[src/logic/asr_pkg.sv]
// Package: constants, register map and types of the serial receiver with DMA
package asr_pkg;

  // ----------------------------------------------------------------
  // Timing
  // ----------------------------------------------------------------
  localparam int unsigned CLK_HZ      = 125_000_000;
  localparam int unsigned BAUD_BPS    = 38_400;
  localparam int unsigned OVERSAMPLE  = 16;
  localparam logic [7:0]  BAUD_RESET  = 8'((CLK_HZ / (OVERSAMPLE * BAUD_BPS)) - 1);
  localparam logic [3:0]  MID_TICK    = 4'h7;
  localparam logic [3:0]  LAST_TICK   = 4'hF;
  localparam logic [3:0]  DATA_BITS   = 4'h8;
  localparam logic [3:0]  TX_BITS     = 4'hA;

  // ----------------------------------------------------------------
  // Register byte offsets
  // ----------------------------------------------------------------
  localparam logic [7:0] OFS_RX_DATA  = 8'h00;
  localparam logic [7:0] OFS_TX_DATA  = 8'h04;
  localparam logic [7:0] OFS_FORMAT   = 8'h08;
  localparam logic [7:0] OFS_BAUD     = 8'h0C;
  localparam logic [7:0] OFS_CONTROL  = 8'h10;
  localparam logic [7:0] OFS_FLAGS    = 8'h14;
  localparam logic [7:0] OFS_CARD     = 8'h18;
  localparam logic [7:0] OFS_DMA_SRC  = 8'h1C;
  localparam logic [7:0] OFS_DMA_DST  = 8'h20;
  localparam logic [7:0] OFS_DMA_CNT  = 8'h24;
  localparam logic [7:0] OFS_DMA_MODE = 8'h28;

  // ----------------------------------------------------------------
  // Field positions and reset values
  // ----------------------------------------------------------------
  localparam int CTL_RX_EN   = 0;
  localparam int CTL_TX_EN   = 1;
  localparam int CTL_RXI_EN  = 2;
  localparam int CTL_ERI_EN  = 3;
  localparam int FLG_PARITY   = 3;
  localparam int FLG_FRAMING  = 4;
  localparam int FLG_OVERRUN  = 5;
  localparam int FLG_RX_FULL  = 6;
  localparam int FLG_TX_EMPTY = 7;
  localparam int CARD_SMART  = 0;
  localparam int FMT_PRESCALE_LO = 0;
  localparam int DMA_ENABLE  = 0;
  localparam int DMA_END     = 1;
  localparam logic [31:0] DMA_CNT_RESET = 32'h0000_0080;
  localparam logic [31:0] DMA_DST_STEP  = 32'h0000_0001;

  typedef enum logic [1:0] {RX_IDLE, RX_START, RX_DATA, RX_STOP} asr_rx_state_t;

  typedef struct packed {
    logic        valid;
    logic [31:0] addr;
    logic [7:0]  data;
  } asr_dma_wr_t;

endpackage

[src/logic/asr_serial_rx_dma.sv]
// Serial receiver and transmitter with one DMA channel, Wishbone register slave
//
// Decided for this implementation: the Wishbone interface to the registers and the register offsets.
`timescale 1ns/1ps
`default_nettype none

// Overview of operation
// - Good frame with holding empty moves shift register to holding
// - Good frame raises receive-full request
// - Eight-bit read-only holding forms double buffer
// - Empty transmit shifter loads transmit holding register
// - Status flags: software may only clear
// - Frame: 8 data, no parity, 1 stop, LSB first
// - Baud generator defaults to 38400 bps
// - Each receive-full request starts one DMA transfer
// - Source pointer not updated by transfers, software writes only
// - Destination pointer updated after every transfer
// - Count starts 128, decrements each transfer
// - Reception waits for start trigger high
// - Eight-bit divisor sets bit rate
// - Format register selects baud clock prescale 4^n, frame fixed
// - Card mode register selects normal mode
// - DMA completion clears receive-full flag
// - Source stays fixed, destination increments
module asr_serial_rx_dma
  import asr_pkg::*;
(
  // Clock and reset
  input  wire  logic        sys_clk_in,
  input  wire  logic        sys_rst_in,
  // Wishbone classic slave
  input  wire  logic        wb_cyc_in,
  input  wire  logic        wb_stb_in,
  input  wire  logic        wb_we_in,
  input  wire  logic [7:0]  wb_adr_in,
  input  wire  logic [3:0]  wb_sel_in,
  input  wire  logic [31:0] wb_dat_in,
  output var   logic [31:0] wb_dat_out,
  output var   logic        wb_ack_out,
  // Serial pins
  input  wire  logic        serial_in_pin_in,
  input  wire  logic        start_trigger_pin_in,
  output var   logic        serial_out_pin_out,
  // Requests
  output var   logic        rx_full_request_out,
  output var   logic        rx_error_request_out,
  output var   logic        dma_end_out,
  // DMA memory write port
  output var   asr_dma_wr_t dma_wr_out
);

  // ----------------------------------------------------------------
  // Registers
  // ----------------------------------------------------------------
  logic [7:0]    rx_data_holding_r;
  logic [7:0]    tx_data_holding_r;
  logic [7:0]    serial_format_select_r;
  logic [7:0]    baud_divisor_r;
  logic [7:0]    serial_control_reg_r;
  logic [7:0]    card_mode_reg_r;
  logic [31:0]   dma_source_pointer_r;
  logic [31:0]   dma_destination_pointer_r;
  logic [31:0]   dma_remaining_count_r;
  logic          dma_channel_enable_r;
  logic          dma_end_flag_r;
  logic          tx_empty_flag_r;
  logic          rx_full_flag_r;
  logic          overrun_flag_r;
  logic          framing_error_flag_r;
  logic          trigger_seen_r;
  logic          ack_r;
  logic [31:0]   rd_data_r;

  // ----------------------------------------------------------------
  // Bus decode
  // ----------------------------------------------------------------
  wire bus_req   = wb_cyc_in && wb_stb_in;
  wire bus_wr    = bus_req && wb_we_in && ack_r;
  wire sel_lo    = wb_sel_in[0];
  wire wr_tx     = bus_wr && sel_lo && (wb_adr_in == OFS_TX_DATA);
  wire wr_fmt    = bus_wr && sel_lo && (wb_adr_in == OFS_FORMAT);
  wire wr_baud   = bus_wr && sel_lo && (wb_adr_in == OFS_BAUD);
  wire wr_ctl    = bus_wr && sel_lo && (wb_adr_in == OFS_CONTROL);
  wire wr_flags  = bus_wr && sel_lo && (wb_adr_in == OFS_FLAGS);
  wire wr_card   = bus_wr && sel_lo && (wb_adr_in == OFS_CARD);
  wire wr_src    = bus_wr && (wb_adr_in == OFS_DMA_SRC);
  wire wr_dst    = bus_wr && (wb_adr_in == OFS_DMA_DST);
  wire wr_cnt    = bus_wr && (wb_adr_in == OFS_DMA_CNT);
  wire wr_mode   = bus_wr && sel_lo && (wb_adr_in == OFS_DMA_MODE);

  // Card mode bit forces the receiver idle and blocks transmit loads: only normal mode exists here
  wire normal_mode = !card_mode_reg_r[CARD_SMART];
  wire rx_enable   = serial_control_reg_r[CTL_RX_EN] && normal_mode;
  wire tx_enable   = serial_control_reg_r[CTL_TX_EN] && normal_mode;
  wire rx_running  = rx_enable && trigger_seen_r;

  wire [7:0] flag_byte = {tx_empty_flag_r, rx_full_flag_r, overrun_flag_r,
                          framing_error_flag_r, 1'b0, 3'h0};

  function automatic logic [31:0] merge(input logic [31:0] old_v,
                                        input logic [31:0] new_v,
                                        input logic [3:0]  sel);
    logic [31:0] res;
    res = old_v;
    for (int i = 0; i < 4; i++) begin
      if (sel[i]) begin
        res[i*8 +: 8] = new_v[i*8 +: 8];
      end
    end
    return res;
  endfunction

  logic [31:0] rd_mux;
  always_comb begin
    case (wb_adr_in)
      OFS_RX_DATA:  rd_mux = {24'h000000, rx_data_holding_r};
      OFS_TX_DATA:  rd_mux = {24'h000000, tx_data_holding_r};
      OFS_FORMAT:   rd_mux = {24'h000000, serial_format_select_r};
      OFS_BAUD:     rd_mux = {24'h000000, baud_divisor_r};
      OFS_CONTROL:  rd_mux = {24'h000000, serial_control_reg_r};
      OFS_FLAGS:    rd_mux = {24'h000000, flag_byte};
      OFS_CARD:     rd_mux = {24'h000000, card_mode_reg_r};
      OFS_DMA_SRC:  rd_mux = dma_source_pointer_r;
      OFS_DMA_DST:  rd_mux = dma_destination_pointer_r;
      OFS_DMA_CNT:  rd_mux = dma_remaining_count_r;
      OFS_DMA_MODE: rd_mux = {30'h00000000, dma_end_flag_r, dma_channel_enable_r};
      default:      rd_mux = 32'h00000000;
    endcase
  end

  always_ff @(posedge sys_clk_in) begin
    if (sys_rst_in) begin
      ack_r     <= 1'b0;
      rd_data_r <= 32'h00000000;
    end else begin
      ack_r <= bus_req && !ack_r;
      if (bus_req && !ack_r) begin
        rd_data_r <= rd_mux;
      end
    end
  end

  assign wb_ack_out = ack_r;
  assign wb_dat_out = rd_data_r;

  // ----------------------------------------------------------------
  // Baud tick: divisor plus prescale 4^n from the format register
  // ----------------------------------------------------------------
  logic [5:0] pre_cnt_r;
  logic [7:0] baud_cnt_r;
  logic [5:0] pre_limit;
  always_comb begin
    case (serial_format_select_r[FMT_PRESCALE_LO +: 2])
      2'h0:    pre_limit = 6'h00;
      2'h1:    pre_limit = 6'h03;
      2'h2:    pre_limit = 6'h0F;
      default: pre_limit = 6'h3F;
    endcase
  end
  wire pre_tick  = (pre_cnt_r == pre_limit);
  wire baud_tick = pre_tick && (baud_cnt_r == baud_divisor_r);

  always_ff @(posedge sys_clk_in) begin
    if (sys_rst_in || wr_baud || wr_fmt) begin
      pre_cnt_r  <= 6'h00;
      baud_cnt_r <= 8'h00;
    end else begin
      pre_cnt_r <= pre_tick ? 6'h00 : pre_cnt_r + 6'h01;
      if (pre_tick) begin
        baud_cnt_r <= (baud_cnt_r == baud_divisor_r) ? 8'h00 : baud_cnt_r + 8'h01;
      end
    end
  end

  // ----------------------------------------------------------------
  // Receiver, 16x oversampled, sampled at mid bit
  // ----------------------------------------------------------------
  asr_rx_state_t rx_state_r;
  logic [3:0]    rx_tick_r;
  logic [3:0]    rx_bit_r;
  logic [7:0]    rx_shift_reg_r;
  wire rx_sample = baud_tick && (rx_tick_r == LAST_TICK);
  wire rx_mid    = baud_tick && (rx_tick_r == MID_TICK);
  wire rx_done   = (rx_state_r == RX_STOP) && rx_sample;
  wire stop_ok   = serial_in_pin_in;
  wire rx_good   = rx_done && stop_ok && !rx_full_flag_r;
  wire rx_over   = rx_done && stop_ok && rx_full_flag_r;
  wire rx_frame  = rx_done && !stop_ok;

  always_ff @(posedge sys_clk_in) begin
    if (sys_rst_in || !rx_running) begin
      rx_state_r     <= RX_IDLE;
      rx_tick_r      <= 4'h0;
      rx_bit_r       <= 4'h0;
      rx_shift_reg_r <= 8'h00;
    end else if (baud_tick) begin
      rx_tick_r <= rx_tick_r + 4'h1;
      case (rx_state_r)
        RX_IDLE: begin
          rx_tick_r <= 4'h0;
          if (!serial_in_pin_in) begin
            rx_state_r <= RX_START;
          end
        end
        RX_START: begin
          if (rx_mid) begin
            rx_tick_r  <= 4'h0;
            rx_bit_r   <= 4'h0;
            rx_state_r <= serial_in_pin_in ? RX_IDLE : RX_DATA;
          end
        end
        RX_DATA: begin
          if (rx_sample) begin
            rx_shift_reg_r <= {serial_in_pin_in, rx_shift_reg_r[7:1]};
            rx_bit_r       <= rx_bit_r + 4'h1;
            if (rx_bit_r == DATA_BITS - 4'h1) begin
              rx_state_r <= RX_STOP;
            end
          end
        end
        RX_STOP: begin
          if (rx_sample) begin
            rx_state_r <= RX_IDLE;
          end
        end
        default: rx_state_r <= RX_IDLE;
      endcase
    end
  end

  // ----------------------------------------------------------------
  // DMA channel: one byte per receive-full, fixed source
  // ----------------------------------------------------------------
  wire dma_go = dma_channel_enable_r && rx_full_request_out
                && (dma_remaining_count_r != 32'h00000000)
                && !dma_wr_out.valid;
  wire dma_xfer = dma_wr_out.valid;
  wire dma_last = dma_xfer && (dma_remaining_count_r == 32'h00000001);

  always_ff @(posedge sys_clk_in) begin
    if (sys_rst_in) begin
      dma_wr_out                <= '0;
      dma_source_pointer_r      <= 32'h00000000;
      dma_destination_pointer_r <= 32'h00000000;
      dma_remaining_count_r     <= DMA_CNT_RESET;
      dma_channel_enable_r      <= 1'b0;
      dma_end_flag_r            <= 1'b0;
    end else begin
      dma_wr_out.valid <= dma_go;
      if (dma_go) begin
        dma_wr_out.addr <= dma_destination_pointer_r;
        dma_wr_out.data <= rx_data_holding_r;
      end
      if (wr_src) begin
        dma_source_pointer_r <= merge(dma_source_pointer_r, wb_dat_in, wb_sel_in);
      end
      // Source is the holding register itself: the update step is zero
      if (wr_dst) begin
        dma_destination_pointer_r <= merge(dma_destination_pointer_r, wb_dat_in, wb_sel_in);
      end else if (dma_xfer) begin
        dma_destination_pointer_r <= dma_destination_pointer_r + DMA_DST_STEP;
      end
      if (wr_cnt) begin
        dma_remaining_count_r <= merge(dma_remaining_count_r, wb_dat_in, wb_sel_in);
      end else if (dma_xfer) begin
        dma_remaining_count_r <= dma_remaining_count_r - 32'h00000001;
      end
      if (dma_last) begin
        dma_channel_enable_r <= 1'b0;
      end else if (wr_mode) begin
        dma_channel_enable_r <= wb_dat_in[DMA_ENABLE];
      end
      if (dma_last) begin
        dma_end_flag_r <= 1'b1;
      end else if (wr_mode && !wb_dat_in[DMA_END]) begin
        dma_end_flag_r <= 1'b0;
      end
    end
  end
  // Source pointer is written by software only; fixed mode keeps it

  assign dma_end_out = dma_end_flag_r;

  // ----------------------------------------------------------------
  // Flags: hardware set wins over any software clear in the same cycle
  // ----------------------------------------------------------------
  logic tx_idle;
  wire tx_load = tx_enable && !tx_empty_flag_r && tx_idle;
  wire clr_rx_full = (wr_flags && !wb_dat_in[FLG_RX_FULL]) || dma_xfer;

  always_ff @(posedge sys_clk_in) begin
    if (sys_rst_in) begin
      rx_data_holding_r      <= 8'h00;
      tx_data_holding_r      <= 8'h00;
      serial_format_select_r <= 8'h00;
      baud_divisor_r         <= BAUD_RESET;
      serial_control_reg_r   <= 8'h00;
      card_mode_reg_r        <= 8'h00;
      tx_empty_flag_r        <= 1'b1;
      rx_full_flag_r         <= 1'b0;
      overrun_flag_r         <= 1'b0;
      framing_error_flag_r   <= 1'b0;
      trigger_seen_r         <= 1'b0;
    end else begin
      if (rx_good) begin
        rx_data_holding_r <= rx_shift_reg_r;
      end
      if (wr_tx) begin
        tx_data_holding_r <= wb_dat_in[7:0];
      end
      if (wr_fmt) begin
        serial_format_select_r <= wb_dat_in[7:0];
      end
      if (wr_baud) begin
        baud_divisor_r <= wb_dat_in[7:0];
      end
      if (wr_ctl) begin
        serial_control_reg_r <= wb_dat_in[7:0];
      end
      if (wr_card) begin
        card_mode_reg_r <= wb_dat_in[7:0];
      end
      // Writing a one leaves a flag alone; no write can set one
      if (tx_load) begin
        tx_empty_flag_r <= 1'b1;
      end else if (wr_tx || (wr_flags && !wb_dat_in[FLG_TX_EMPTY])) begin
        tx_empty_flag_r <= 1'b0;
      end
      if (rx_good) begin
        rx_full_flag_r <= 1'b1;
      end else if (clr_rx_full) begin
        rx_full_flag_r <= 1'b0;
      end
      if (rx_over) begin
        overrun_flag_r <= 1'b1;
      end else if (wr_flags && !wb_dat_in[FLG_OVERRUN]) begin
        overrun_flag_r <= 1'b0;
      end
      if (rx_frame) begin
        framing_error_flag_r <= 1'b1;
      end else if (wr_flags && !wb_dat_in[FLG_FRAMING]) begin
        framing_error_flag_r <= 1'b0;
      end
      if (!rx_enable) begin
        trigger_seen_r <= 1'b0;
      end else if (start_trigger_pin_in) begin
        trigger_seen_r <= 1'b1;
      end
    end
  end

  assign rx_full_request_out  = rx_full_flag_r && serial_control_reg_r[CTL_RXI_EN];
  assign rx_error_request_out = (overrun_flag_r || framing_error_flag_r)
                                && serial_control_reg_r[CTL_ERI_EN];

  // ----------------------------------------------------------------
  // Transmitter: start, 8 data LSB first, stop
  // ----------------------------------------------------------------
  logic [9:0] tx_shift_reg_r;
  logic [3:0] tx_bit_r;
  logic [3:0] tx_tick_r;
  assign tx_idle = (tx_bit_r == 4'h0);

  always_ff @(posedge sys_clk_in) begin
    if (sys_rst_in) begin
      tx_shift_reg_r <= 10'h3FF;
      tx_bit_r       <= 4'h0;
      tx_tick_r      <= 4'h0;
    end else if (tx_load) begin
      tx_shift_reg_r <= {1'b1, tx_data_holding_r, 1'b0};
      tx_bit_r       <= TX_BITS;
      tx_tick_r      <= 4'h0;
    end else if (!tx_idle && baud_tick) begin
      tx_tick_r <= tx_tick_r + 4'h1;
      if (tx_tick_r == LAST_TICK) begin
        tx_shift_reg_r <= {1'b1, tx_shift_reg_r[9:1]};
        tx_bit_r       <= tx_bit_r - 4'h1;
      end
    end
  end

  assign serial_out_pin_out = tx_shift_reg_r[0];

endmodule

`default_nettype wire

[config.mk]
export PLATFORM = sky130hd
export DESIGN_NAME = asr_serial_rx_dma
export DESIGN_NICKNAME = d
export VERILOG_FILES = /design/src/logic/asr_pkg.sv /design/src/logic/asr_serial_rx_dma.sv
export SDC_FILE = /design/constraint.sdc
export NUM_CORES = 1
export LEC_CHECK = 0
export ABC_AREA = 1
export BUFFER_PORTS_ARGS = -buffer_cell sky130_fd_sc_hd__buf_2
export CORE_ASPECT_RATIO = 1.5
export CORE_MARGIN = 2
export CORE_UTILIZATION = 40
export DETAILED_ROUTE_END_ITERATION = 7
export SLEW_MARGIN = 15
export SYNTH_ARGS = -nofsm -noshare
export SYNTH_HDL_FRONTEND = slang
export SYNTH_SLANG_ARGS = --single-unit
[constraint.sdc]
create_clock -name sys_clk_in -period 1.5 [get_ports sys_clk_in]
set_input_delay 0.15 -clock sys_clk_in [delete_from_list [all_inputs] [get_ports sys_clk_in]]
set_output_delay 0.15 -clock sys_clk_in [all_outputs]
set_load 0.01 [all_outputs]
==> key figures <==
Power and ir drop
  – Maximum vdd ir drop: 0.817 mV
  – LEAKAGE: 9.58 nW
  – PD cells: 700 nW/um^2

Synthesis
  – Post-synthesis sequential area ratio: 0.396
  – Yosys warns: 0
  – Area contributors post-synth: dfxtp_1 40%, nand2_1 12%, o21ai_0 8.4%
  – Cell variety after synth: 47
  – EDFF count, synth: 0
  – Fraction of registers with async set/reset: 0
  – Yosys top cell area share: 0.396
  – Mapped Cells: 2049
  – Syn avg cell area: 6.76 um^2
  – Synth Register Bits: 274
  – Syn Std Cell Area: 13800 um^2
  – Dominant synthesized flop cell: dfxtp_1
  – Post-synth top area cell: dfxtp_1
  – Most frequent cells after synthesis: 450 x nand2_1, 274 x dfxtp_1, 246 x inv_1
  – Most common cell in the synthesized netlist: nand2_1
  – Net Count, Synth: 2111

Global routing
  – Grt ovf: 0
  – Number of antenna violations at the first check in global routing: 0
  – First-pass GRT wire length: 83300 um
  – Largest net degree at the start of global routing: 72
  – GRT Util Overall: 0.296
  – Vias in the first global route: 15500

Place
  – Port Buffers: 128
  – Post-Place Cells: 2848
  – GP Congestion: 0.952
  – Detailed placement HPWL: 39200 um

STA
  – # setup viols final: 234
  – Minimum clock period: 1790 ps
  – Worst setup slack after layout: -289 ps
  – Slew Viols, Final: 0
  – Final Hold Violating Endpoints: 0
  – Worst slew pin tran: 444 ps
  – RSZ-0062 raised after global routing: true
  – Setup TNS: -34930 ps
  – Max-Slew Margin vs Limit: 0.704
  – Hold Slack: 59.1 ps
  – Fin Clk Skew: 20.5 ps
  – Final Cycle Share: 1.19
  – Peak Freq: 0.559 GHz

Critical path
  – CP arrival: 2250 ps
  – Nature of the critical path endpoint: register
  – Type of origin of the critical path: register
  – Critical path class: register to register
  – Critical Path Fanout Max: 5
  – Worst path required time: 1960 ps
  – Reg2Reg Setup Slack: -290 ps

Floorplan
  – Num rows: 83
  – I/O pins: 129
  – Initial Utilization: 0.405
  – Die height: 232 um
  – DIE AREA: 36100 um^2
  – Core area: 34200 um^2
  – Die Width: 156 um

Clocking
  – Root Buffer: clkbuf_16
  – H-tree depth: 1
  – CTS tree: yes
  – TritonCTS sink count: 274
  – Longest Clk Path Bufs: 3
  – Clock Latency Late Sink: 570 ps
  – Inserted Clock Buffers: 28
  – Clock-pin slew on the worst setup and hold paths: 70 ps

Routing
  – DR DRC count: 0
  – Antenna Violating Nets Remaining: 0
  – Vias per std cell: 5.33
  – WL/cell: 18.8 um
  – Total Wirelength: 57100 um
  – Initial DRC count: 908
  – First-pass DRT Iterations: 5
  – Via count: 16200

Final layout
  – Finished Layout Cells: 3036
  – Net count, final: 2652
  – Filler instances: 2971
  – Area Overhead vs Synth: 59.3%
  – # diodes: 0
  – Share of cells above drive strength 1: 0.423

Status
  – Failing checks: setup timing
  – Status: finished with violations

Min path
  – Worst Hold Class: input port to register

Job
  – MaxCap Viol Count: 0
-- layer usage --
layer,vias to the layer above,global-route usage,routed length (um)
li1,7851,-,-
met1,7594,0.306,19900
met2,534,0.553,30200
met3,216,0.0293,2480
met4,0,0.211,4540
met5,-,0,0
-- worst paths after layout --
check,to,from,cells past startpoint
worst max-delay path,tx_shift_reg_r[6],baud_divisor_r[5],12
worst max register to register,tx_shift_reg_r[6],baud_divisor_r[5],12
worst min register to register,dma_wr_out[11],dma_wr_out[11],2
worst min-delay path,dma_source_pointer_r[27],wb_sel_in[3],4
-- kinds of logic (layout without fill, tap and decap cells) --
group / Yosys count / after routing / share of synthesized area
buffers and inverters: 341 / 899 / 0.100
XOR/XNOR: 20 / 20 / 0.0127
adder cells (fa/ha/maj): 11 / 11 / 0.00994
AND/OR/NAND/NOR: 849 / 853 / 0.266
flip-flops: 274 / 274 / 0.396
AO/OA/AOI/OAI: 554 / 554 / 0.215
-- what timing repair did --
item                                    4_1_cts  5_1_grt
cloned                                       12       10
hold buffers                                 34        0
gates resized for setup                     353      429
pin swaps                                    65      130
endpoints found under the hold margin        48        0
endpoints found under the setup margin      225      242
buffers inserted                             49       44
-- stage by stage --
stage	cell area [um^2]	util	power (mW)	setup WS (ps)
floorplan	13900	-	7.69	-38.7
global placement	17400	0.508	8.03	-324
detailed placement	17400	0.508	8.03	-375
CTS	20300	0.593	15.5	-205
global route	22100	0.646	15.8	-398
finish	22100	0.646	15.4	-289
-- layout by cell type, fill, tap and decap left out, drive strengths merged, types with 8 or more instances in the layout --
cell         netlist  routed
ha                11      11
o221ai            16      16
dlygate4sd3        0      34
clkbuf            46      48
dfxtp            274     274
a31oi              8       8
o21ai            256     256
o22ai             13      13
xor2              18      18
nand4             21      22
nor2             224     224
inv              256     255
a21oi            234     234
o211ai            21      21
nand3             96      97
buf               37     546
nand2            467     469
nor3              31      31
-- state kept, by name, summed over array words and instances (netlist names), 8 cells and up, named ones only --
name                       count
baud_cnt_r                     8
serial_format_select_r         8
rx_data_holding_r              8
dma_wr_out                    40
wb_dat_out                    32
card_mode_reg_r                8
serial_control_reg_r           8
tx_shift_reg_r                 9
rx_shift_reg_r                 8
baud_divisor_r                 8
dma_destination_pointer_r     32
dma_source_pointer_r          32
tx_data_holding_r              8
dma_remaining_count_r         32
-- worst max-delay path: stages, from the launching register on --
cell       delay (ps)
dfxtp_2           360
inv_2              40
nand2_1            50
nand2_1            60
nor2_1            140
nand2_2           110
nor2_8            200
nand2_8           110
nand2_4            80
nand3_4           120
clkbuf_16         190
a21oi_2           140
o21ai_1            80
-- area by class of cell --
class	count	area [um^2]	area share
sequential	274	5570	0.253
timing repair inverter	2	15.0	0.000681
timing repair buffer	588	5030	0.228
tap	425	532	0.0241
inverter	258	1050	0.0475
clock inverter	9	123	0.00556
clock buffer	42	835	0.0378
multi-input combinational	1438	8900	0.404
-- report_power, final --
part,internal (mW),leakage [nW],switching [mW]
combinational,0.246,6.88,0.481
sequential,7.27,2.23,0.00616
clock,4.34,0.471,3.10
Power figures use the tool's default switching activity.
